===== config.mk =====
export PLATFORM = sky130hd
export DESIGN_NAME = adc_control_10bit
export DESIGN_NICKNAME = d
export VERILOG_FILES = /design/src/adc_pkg.sv /design/src/sar_sequencer.sv /design/src/adc_control_10bit.sv
export SDC_FILE = /design/constraint.sdc
export NUM_CORES = 1
export LEC_CHECK = 0
export BUFFER_PORTS_ARGS = -buffer_cell sky130_fd_sc_hd__buf_2
export CELL_PAD_IN_SITES_DETAIL_PLACEMENT = 0
export CELL_PAD_IN_SITES_GLOBAL_PLACEMENT = 1
export CORE_MARGIN = 4
export CORE_UTILIZATION = 40
export CTS_CLUSTER_DIAMETER = 30
export DETAILED_ROUTE_END_ITERATION = 12
export GPL_TIMING_DRIVEN = 0
export PLACE_DENSITY_LB_ADDON = 0.25
export RECOVER_POWER = 100
export SYNTH_ARGS = -nofsm -noshare
export SYNTH_HDL_FRONTEND = slang
export SYNTH_HIERARCHICAL = 1
export SYNTH_SLANG_ARGS = --single-unit

===== constraint.sdc =====
create_clock -name clk_i -period 3.75 [get_ports clk_i]
set_clock_uncertainty 0.05 [all_clocks]
set_input_delay 0.1875 -clock clk_i [delete_from_list [all_inputs] [get_ports clk_i]]
set_output_delay 0.1875 -clock clk_i [all_outputs]
set_load 0.02 [all_outputs]

===== src/adc_pkg.sv =====
// Constants, encodings and state types shared by the converter control block
package adc_pkg;

    // Register byte addresses on the bus, one aligned word each
    localparam logic [7:0] ADDR_STATUS_CONTROL = 8'h00;
    localparam logic [7:0] ADDR_CLOCK_CONFIG = 8'h04;
    localparam logic [7:0] ADDR_RESULT_HIGH = 8'h08;
    localparam logic [7:0] ADDR_RESULT_LOW = 8'h0C;

    // Field positions inside the status and control register
    localparam int STAT_COMPLETE_BIT = 7;
    // Field positions inside the clock configuration register
    localparam int CLK_ASYNC_BIT = 0;
    localparam int CLK_FULL_BIT = 2;
    localparam int CLK_LONG_BIT = 4;
    localparam int CLK_DIV_LSB = 5;
    localparam int CLK_DIV_MSB = 6;

    // Channel select codes
    localparam logic [4:0] LEGACY_CHANNELS = 5'h04;
    localparam logic [4:0] CH_PORT_B_PIN_ZERO = 5'h04;
    localparam logic [4:0] CH_PORT_B_PIN_ONE = 5'h05;
    localparam logic [4:0] CH_BANDGAP = 5'h1A;
    localparam logic [4:0] CH_OFF = 5'h1F;

    // Reset values
    localparam logic [4:0] CHANNEL_RESET = 5'h1F;
    localparam logic [1:0] DIVSEL_RESET = 2'h0;
    localparam logic [9:0] RESULT_RESET = 10'h000;

    // Sampling lengths in reference clock ticks, minus one
    localparam logic [4:0] SAMPLE_SHORT_LAST = 5'h03;
    localparam logic [4:0] SAMPLE_LONG_LAST = 5'h17;
    // Approximation bit indices
    localparam logic [3:0] MSB_INDEX = 4'h9;
    localparam logic [3:0] FULL_LAST_BIT = 4'h0;
    localparam logic [3:0] REDUCED_LAST_BIT = 4'h2;
    // Internal asynchronous oscillator modelled as one tick per eight cycles
    localparam logic [2:0] ASYNC_DIV_LAST = 3'h7;

    // Sequencer states
    typedef enum logic [1:0] {
        SAR_IDLE = 2'b00,
        SAR_SAMPLE = 2'b01,
        SAR_CONVERT = 2'b10
    } sar_state_t;

    // Whole state of the approximation sequencer
    typedef struct packed {
        sar_state_t state;
        logic [4:0] cnt;
        logic [3:0] bit_idx;
        logic [9:0] code;
        logic [9:0] result;
        logic done;
        logic full;
        logic long_smp;
    } sar_regs_t;

    // Whole state of the control block
    typedef struct packed {
        logic ack;
        logic [7:0] rdata;
        logic [4:0] channel;
        logic complete;
        logic [1:0] divsel;
        logic long_sample;
        logic full_mode;
        logic async_en;
        logic [9:0] result;
        logic [3:0] div_cnt;
        logic [2:0] async_cnt;
    } ctrl_regs_t;

endpackage : adc_pkg


===== src/sar_sequencer.sv =====
// Successive approximation sequencer: sampling phase then bit trials
`timescale 1ns/1ps
module sar_sequencer (
    // Clock and reset
    input wire logic clk_i,
    input wire logic rst_i,
    // Control from the register block
    input wire logic tick_i,
    input wire logic start_i,
    input wire logic abort_i,
    input wire logic full_mode_i,
    input wire logic long_sample_i,
    // Analog front end
    input wire logic comparator_i,
    output logic [9:0] dac_code_o,
    // Results
    output logic [9:0] result_o,
    output logic done_o,
    output logic busy_o
);

    // Current and next state
    adc_pkg::sar_regs_t s;
    adc_pkg::sar_regs_t next_s;

    // Last bit to trial and last sampling tick, fixed at start
    logic [3:0] last_bit;
    logic [4:0] sample_last;

    assign last_bit = s.full ? adc_pkg::FULL_LAST_BIT : adc_pkg::REDUCED_LAST_BIT;
    assign sample_last = s.long_smp ? adc_pkg::SAMPLE_LONG_LAST : adc_pkg::SAMPLE_SHORT_LAST;

    // Sequencer next state
    always_comb
    begin
        next_s = s;
        next_s.done = 1'b0;
        unique case (s.state)
            adc_pkg::SAR_IDLE:
            begin
                // Waiting for a start
            end
            adc_pkg::SAR_SAMPLE:
            begin
                // Hold the input on the sample capacitor
                if (tick_i)
                begin
                    if (s.cnt == sample_last)
                    begin
                        next_s.state = adc_pkg::SAR_CONVERT;
                        next_s.bit_idx = adc_pkg::MSB_INDEX;
                        next_s.code[adc_pkg::MSB_INDEX] = 1'b1;
                    end
                    else
                    begin
                        next_s.cnt = s.cnt + 5'h01;
                    end
                end
            end
            adc_pkg::SAR_CONVERT:
            begin
                // Keep the trial bit if the input is at or above the trial level
                if (tick_i)
                begin
                    next_s.code[s.bit_idx] = comparator_i;
                    if (s.bit_idx == last_bit)
                    begin
                        next_s.state = adc_pkg::SAR_IDLE;
                        next_s.done = 1'b1;
                        next_s.result = next_s.code;
                    end
                    else
                    begin
                        next_s.bit_idx = s.bit_idx - 4'h1;
                        next_s.code[s.bit_idx - 4'h1] = 1'b1;
                    end
                end
            end
            default:
            begin
                // Illegal code falls back to idle
                next_s.state = adc_pkg::SAR_IDLE;
            end
        endcase
        // Start restarts even mid conversion; mode is latched here
        if (start_i)
        begin
            next_s.state = adc_pkg::SAR_SAMPLE;
            next_s.cnt = 5'h00;
            next_s.code = adc_pkg::RESULT_RESET;
            next_s.full = full_mode_i;
            next_s.long_smp = long_sample_i;
        end
        else if (abort_i)
        begin
            next_s.state = adc_pkg::SAR_IDLE;
        end
    end

    // State register
    always_ff @(posedge clk_i)
    begin
        if (rst_i)
        begin
            s <= '0;
        end
        else
        begin
            s <= next_s;
        end
    end

    assign dac_code_o = s.code;
    assign result_o = s.result;
    assign done_o = s.done;
    assign busy_o = (s.state != adc_pkg::SAR_IDLE);

    // Reduced mode never fills the two lowest bits
    a_reduced_width: assert property (@(posedge clk_i) disable iff (rst_i)
        s.done && !s.full |-> s.result[1:0] == 2'b00)
        else $error("reduced result has low bits set");

    // Sampling lasts the selected number of ticks
    a_sample_length: assert property (@(posedge clk_i) disable iff (rst_i)
        $past(s.state) == adc_pkg::SAR_SAMPLE && s.state == adc_pkg::SAR_CONVERT
        |-> $past(s.cnt) == ($past(s.long_smp) ? adc_pkg::SAMPLE_LONG_LAST : adc_pkg::SAMPLE_SHORT_LAST))
        else $error("sampling phase length wrong");

endmodule : sar_sequencer


===== src/adc_control_10bit.sv =====
// Register block, clock selection and channel decode of the converter
`timescale 1ns/1ps
// Summary of operation
// Ten-bit or eight-bit result width selectable
// Top result bits sit low in high register
// Channel select leaves pin digital function alone
// Reference clock: fast system clock or asynchronous
// Asynchronous clock keeps converting in stop mode
// Long sample bit lengthens sampling phase
// Channel field decodes extra inputs and bandgap
// Two extra channels on port B pins
// Code 1A routes bandgap to converter
// Eight-bit mode: full result low, high zero
module adc_control_10bit (
    // Clock and reset
    input wire logic clk_i,
    input wire logic rst_i,
    // Wishbone slave
    input wire logic wb_cyc_i,
    input wire logic wb_stb_i,
    input wire logic wb_we_i,
    input wire logic [7:0] wb_adr_i,
    input wire logic [3:0] wb_sel_i,
    input wire logic [31:0] wb_dat_i,
    output logic [31:0] wb_dat_o,
    output logic wb_ack_o,
    // Processor power state
    input wire logic stop_mode_i,
    // Analog front end
    input wire logic comparator_i,
    output logic [9:0] dac_code_o,
    output logic [4:0] channel_select_bits_o,
    output logic port_b_pin_zero_sel_o,
    output logic port_b_pin_one_sel_o,
    output logic bandgap_sel_o,
    output logic legacy_sel_o,
    // Status
    output logic conversion_active_o
);

    // Current and next state
    adc_pkg::ctrl_regs_t s;
    adc_pkg::ctrl_regs_t next_s;

    // Bus decode
    logic req;
    logic wr_lane;
    logic wr_status;
    logic wr_clock;
    logic rd_low;
    // Reference clock ticks
    logic [3:0] div_last;
    logic bus_tick;
    logic async_tick;
    logic ref_tick;
    // Sequencer handshake
    logic start;
    logic abort;
    logic [9:0] sar_result;
    logic sar_done;
    logic sar_busy;

    // A new request is seen only while no answer is pending
    assign req = wb_cyc_i && wb_stb_i && !s.ack;
    assign wr_lane = req && wb_we_i && wb_sel_i[0];
    assign wr_status = wr_lane && (wb_adr_i == adc_pkg::ADDR_STATUS_CONTROL);
    assign wr_clock = wr_lane && (wb_adr_i == adc_pkg::ADDR_CLOCK_CONFIG);
    assign rd_low = req && !wb_we_i && (wb_adr_i == adc_pkg::ADDR_RESULT_LOW);

    // Writing a live channel starts a conversion, the off code stops one
    assign start = wr_status && (wb_dat_i[4:0] != adc_pkg::CH_OFF);
    assign abort = wr_status && (wb_dat_i[4:0] == adc_pkg::CH_OFF);

    // Fast clock divider: one tick every 1, 2, 4 or 8 block clock cycles as divsel selects
    assign div_last = 4'((4'h1 << s.divsel) - 4'h1);
    assign bus_tick = (s.div_cnt == div_last);
    // Stand-in for the converter's own oscillator, free running
    assign async_tick = (s.async_cnt == adc_pkg::ASYNC_DIV_LAST);
    // Stop mode freezes the fast clock; only the asynchronous one survives it
    assign ref_tick = s.async_en ? async_tick : (bus_tick && !stop_mode_i);

    // Register and divider next state
    always_comb
    begin
        next_s = s;
        next_s.ack = req;
        next_s.div_cnt = bus_tick ? 4'h0 : s.div_cnt + 4'h1;
        next_s.async_cnt = s.async_cnt + 3'h1;
        // Read data, narrow registers in the low byte
        next_s.rdata = 8'h00;
        if (req && !wb_we_i)
        begin
            unique case (wb_adr_i)
                adc_pkg::ADDR_STATUS_CONTROL:
                begin
                    next_s.rdata[4:0] = s.channel;
                    next_s.rdata[adc_pkg::STAT_COMPLETE_BIT] = s.complete;
                end
                adc_pkg::ADDR_CLOCK_CONFIG:
                begin
                    next_s.rdata[adc_pkg::CLK_ASYNC_BIT] = s.async_en;
                    next_s.rdata[adc_pkg::CLK_FULL_BIT] = s.full_mode;
                    next_s.rdata[adc_pkg::CLK_LONG_BIT] = s.long_sample;
                    next_s.rdata[adc_pkg::CLK_DIV_MSB:adc_pkg::CLK_DIV_LSB] = s.divsel;
                end
                adc_pkg::ADDR_RESULT_HIGH:
                begin
                    // Upper six bits stay zero; eight-bit mode reads all zero
                    next_s.rdata[1:0] = s.full_mode ? s.result[9:8] : 2'b00;
                end
                adc_pkg::ADDR_RESULT_LOW:
                begin
                    next_s.rdata = s.full_mode ? s.result[7:0] : s.result[9:2];
                end
                default:
                begin
                    // Unmapped address answers with zero
                    next_s.rdata = 8'h00;
                end
            endcase
        end
        // Channel select write
        if (wr_status)
        begin
            next_s.channel = wb_dat_i[4:0];
        end
        // Clock configuration write
        if (wr_clock)
        begin
            next_s.async_en = wb_dat_i[adc_pkg::CLK_ASYNC_BIT];
            next_s.full_mode = wb_dat_i[adc_pkg::CLK_FULL_BIT];
            next_s.long_sample = wb_dat_i[adc_pkg::CLK_LONG_BIT];
            next_s.divsel = wb_dat_i[adc_pkg::CLK_DIV_MSB:adc_pkg::CLK_DIV_LSB];
        end
        // Complete flag: cleared by a new start or a low result read, set wins
        if (start || rd_low)
        begin
            next_s.complete = 1'b0;
        end
        if (sar_done)
        begin
            next_s.complete = 1'b1;
            next_s.result = sar_result;
        end
    end

    // State register
    always_ff @(posedge clk_i)
    begin
        if (rst_i)
        begin
            s <= '0;
            s.channel <= adc_pkg::CHANNEL_RESET;
            s.divsel <= adc_pkg::DIVSEL_RESET;
            s.result <= adc_pkg::RESULT_RESET;
        end
        else
        begin
            s <= next_s;
        end
    end

    // Approximation sequencer
    sar_sequencer u_sar (
        .clk_i(clk_i),
        .rst_i(rst_i),
        .tick_i(ref_tick),
        .start_i(start),
        .abort_i(abort),
        .full_mode_i(s.full_mode),
        .long_sample_i(s.long_sample),
        .comparator_i(comparator_i),
        .dac_code_o(dac_code_o),
        .result_o(sar_result),
        .done_o(sar_done),
        .busy_o(sar_busy)
    );

    // Input mux decode; only analog select lines leave here, pin direction stays with the port
    assign channel_select_bits_o = s.channel;
    assign legacy_sel_o = (s.channel < adc_pkg::LEGACY_CHANNELS);
    assign port_b_pin_zero_sel_o = (s.channel == adc_pkg::CH_PORT_B_PIN_ZERO);
    assign port_b_pin_one_sel_o = (s.channel == adc_pkg::CH_PORT_B_PIN_ONE);
    assign bandgap_sel_o = (s.channel == adc_pkg::CH_BANDGAP);

    // Bus outputs
    assign wb_ack_o = s.ack;
    assign wb_dat_o = {24'h000000, s.rdata};
    assign conversion_active_o = sar_busy;

    // High register read never shows the upper six bits
    a_high_upper_zero: assert property (@(posedge clk_i) disable iff (rst_i)
        req && !wb_we_i && wb_adr_i == adc_pkg::ADDR_RESULT_HIGH |=> wb_ack_o && wb_dat_o[7:2] == 6'h00)
        else $error("high result upper bits not zero");

    // Eight-bit mode high register reads zero
    a_reduced_high_zero: assert property (@(posedge clk_i) disable iff (rst_i)
        req && !wb_we_i && !s.full_mode && wb_adr_i == adc_pkg::ADDR_RESULT_HIGH |=> wb_dat_o[7:0] == 8'h00)
        else $error("high result not zero in eight-bit mode");

    // Full mode high register carries result bits nine and eight
    a_full_high_bits: assert property (@(posedge clk_i) disable iff (rst_i)
        req && !wb_we_i && s.full_mode && wb_adr_i == adc_pkg::ADDR_RESULT_HIGH && !sar_done
        |=> wb_dat_o[1:0] == s.result[9:8])
        else $error("high result bits wrong in ten-bit mode");

    // Asynchronous source paces the ticks at its own rate, whatever the divider does
    a_async_source: assert property (@(posedge clk_i) disable iff (rst_i)
        s.async_en && ref_tick |=> (!ref_tick || !s.async_en) [*7])
        else $error("reference tick not from asynchronous source");

    // Fast clock source stops in stop mode
    a_stop_halts: assert property (@(posedge clk_i) disable iff (rst_i)
        stop_mode_i && !s.async_en |-> !ref_tick)
        else $error("fast clock ticked in stop mode");

    // Asynchronous ticks keep coming in stop mode
    a_stop_async_runs: assert property (@(posedge clk_i) disable iff (rst_i)
        stop_mode_i && s.async_en && async_tick |-> ref_tick)
        else $error("asynchronous clock halted in stop mode");

    // Extra channel and bandgap selects are exclusive of legacy
    a_legacy_route: assert property (@(posedge clk_i) disable iff (rst_i)
        legacy_sel_o |-> !port_b_pin_zero_sel_o && !port_b_pin_one_sel_o && !bandgap_sel_o)
        else $error("legacy and extra channel both selected");

    // A write of the second port B pin code routes that pin next cycle
    a_port_b_route: assert property (@(posedge clk_i) disable iff (rst_i)
        wr_status && wb_dat_i[4:0] == adc_pkg::CH_PORT_B_PIN_ONE |=> port_b_pin_one_sel_o && !bandgap_sel_o)
        else $error("port B channel not routed");

    // Bandgap code routes the reference
    a_bandgap_route: assert property (@(posedge clk_i) disable iff (rst_i)
        wr_status && wb_dat_i[4:0] == adc_pkg::CH_BANDGAP |=> bandgap_sel_o && conversion_active_o)
        else $error("bandgap not routed");

    // One ack per request
    a_ack_single: assert property (@(posedge clk_i) disable iff (rst_i)
        wb_ack_o |=> !wb_ack_o)
        else $error("ack held longer than one cycle");

endmodule : adc_control_10bit


==> results.cfg <==
[clocking]
post_cts_buffers = 0
numCtsBuffers = 9
cts_resized = 0
clkTransAtPathRegs_ns = 0.08
clock_latency_ns = 0.35
htree_levels = 3
cts_buffer_depth = 2
ctsHoldBuffers = 0
cts-root-buf = clkbuf_8
clkSinkCount = 71
cts_tree = built

[routing]
viasPerCell = 4.862
via_count = 3277
first_pass_iters = 4
wl_met1_um = 4197
drt_iter0_markers = 112
ant_nets = 0
top_layer_used = met4
drc_errors = 0
met3_length_um = 498
wire_per_inst_um = 13.59
routed_wl_um = 9160
routed-wl-met2_um = 4308

[global_routing]
grt_pass1_vias = 3108
grt_max_degree = 13
grt_usage_pct = 16.88
grt_pass1_wl_um = 15520
antenna_found_initial = 0
grt_overflow_total = 0

[placement]
dp_hpwl_um = 6944
place_area_um2 = 4463
io_buffers = 51
routabilityCongestion = 0.8474

[sta]
period_minus_slack_ns = 3.170
final.setup.tns_ns = 0
max_freq_mhz = 315.5
slew_headroom_pct = 46.99
drv_slew = 0
finalHoldViolCount = 0
post-route-period-util_pct = 84.52
holdWs_ns = 0.03041
setup_viol = 0
grt_setup_unrepaired = false
tightest_slew_ns = 0.7869

[logic_synthesis]
syn-instance-count = 451
synthAdderAreaFrac_pct = 2.847
synth.distinct_cells = 63
synthXorXnorAreaFrac_pct = 1.297
synth_seq_cells = 71
synthMuxAreaShare_pct = 8.162
yosys_warnings = 6
synth_top_family_by_area = simple AND/OR/NAND/NOR gates
synthFlopType = dfxtp_1
async_flop_share_pct = 0
synth_edf_count = 0
yosys.area_share.simple_pct = 22.97
synth_area_per_cell_um2 = 8.769
synth_area_um2 = 3955
synth_compound_area_share_pct = 13.41
seq_area_frac_synth_pct = 35.94

[setup_path]
path_max_fanout = 10
cp.arrival_ns = 3.39
worstSetupPathType = flop to flop
worstPathRequired_ns = 3.97
cp-end-kind = flop
critical_path.startpoint_type = flop

[pwr]
power.total_mw = 1.677
power_density_nw_per_um2 = 360.6
leakage_nw = 1.871
max-vdd-ir-drop_uv = 198.8

[finish]
num_antenna_cells = 0
layout-drive-gt1-share_pct = 22.37
areaGrowthSynthToFinish_pct = 17.56
final_net_count = 596
final_area_um2 = 4649

[floorplanning]
core_um2 = 9684
start_util_pct = 40.84
ioPinCount = 104
die_area_um2 = 11540
die_h_um = 107.4
rows = 36
dieWidth_um = 107.4

[run]
maxCapViolations = 0

[run_status]
status = finished, final reports clean

[min_path]
min_path_type = input pin to flop
==> critical path: stages, from the launching register on <==
cell and delay [ns]:
dfxtp_1 0.47, and3_1 0.20, o211ai_1 0.11, a31o_2 0.27, o21ai_0 0.62, nand3b_2 0.30, nor3_2 0.60, buf_6 0.23
nor2_2 0.04, a211oi_1 0.18
==> power by group <==
| part | total [mW] | switching, mW | internal [mW] |
|---|---|---|---|
| combinational | 0.0974 | 0.0599 | 0.0375 |
| sequential | 0.757 | 0.00112 | 0.756 |
| clock | 0.822 | 0.293 | 0.529 |
| total | 1.68 | 0.354 | 1.32 |
==> layout by cell type, fill, tap and decap left out, drive strengths merged, types with 2 or more instances in the layout <==
cell type	count
bufinv	4
and3	2
conb	24
xnor2	2
dfxtp	71
nand3	24
a31oi	4
ha	9
or3	5
nor4bb	2
nor4	3
o21a	2
a22oi	2
or2	3
a21oi	15
and4	2
and3b	5
buf	85
a211oi	10
nor2	62
a311oi	9
o21ai	12
and4b	4
nor3	7
a211o	5
inv	13
nand4	8
nand2	21
mux2	2
a21boi	3
clkbuf	57
xor2	3
a31o	2
nor2b	7
mux2i	30
nand4b	3
o41ai	2
nand3b	5
==> cell families (layout without fill, tap and decap cells) <==
logic type | after synthesis | in the layout
buffers and inverters | 93 | 160
adders and majority gates | 9 | 9
and+or+nand+nor | 165 | 165
AOI/OAI and AO/OA | 75 | 75
other | 1 | 24
DFF | 71 | 71
muxes | 32 | 32
xor gates and xnor gates | 5 | 5
==> synthesized netlist by cell type, types with 7 or more instances <==
| library cell | n | area [um^2] |
|---|---|---|
| a211oi_1 | 8 | 60.06 |
| a21oi_1 | 15 | 75.07 |
| a311oi_1 | 9 | 78.83 |
| buf_4 | 58 | 435.4 |
| clkbuf_1 | 11 | 41.29 |
| dfxtp_1 | 71 | 1421 |
| ha_1 | 9 | 112.6 |
| inv_1 | 13 | 48.80 |
| mux2i_1 | 30 | 300.3 |
| nand2_1 | 21 | 78.83 |
| nand3_1 | 24 | 120.1 |
| nor2_1 | 59 | 221.5 |
| nor2b_1 | 7 | 43.79 |
| o21ai_0 | 11 | 55.05 |
==> through the flow <==
step                utilization (%)  instances  setup slack (ns)
detailed placement            46.09        658            0.6538
global route                  48.01        674            0.1922
floorplan                         -        474             1.385
global placement              46.09        658            0.6976
CTS                           48.88        674            0.6252
finish                        48.01        674            0.5805
==> path summary, 6_finish.rpt <==
path | startpoint | to | slack, ns | cells after the start
min reg2reg | s[0] | s[0] | 0.39 | 1
max reg2reg | s[21] | u_sar/result_o[7] | 0.58 | 9
max | s[21] | u_sar/result_o[7] | 0.58 | 9
min | wb_dat_i[5] | s[20] | 0.03 | 3
==> layer usage <==
metal	vias to the layer above	GRT usage (%)
met5	-	0
met4	0	6.853
met3	13	3.179
met2	88	28.15
met1	1481	21.43
li1	1695	-
==> registers in the layout, indices dropped and copies added (netlist names) <==
register	cells
wb_ack_o	1
s	23
u_sar/s	13
u_sar/dac_code_o	10
u_sar/result_o	10
wb_dat_o	8
channel_select_bits_o	5
u_sar/done_o	1
==> layout make-up <==
type,count,area [um^2]
timing repair buffer,51,221.5
buffer,80,538.0
multi-input combinational,310,1983
clock buffer,11,141.4
tap,133,166.4
fill,1020,5035
clock inverter,5,128.9
sequential,71,1421
inverter,13,48.80
Power figures use the tool's default switching activity.
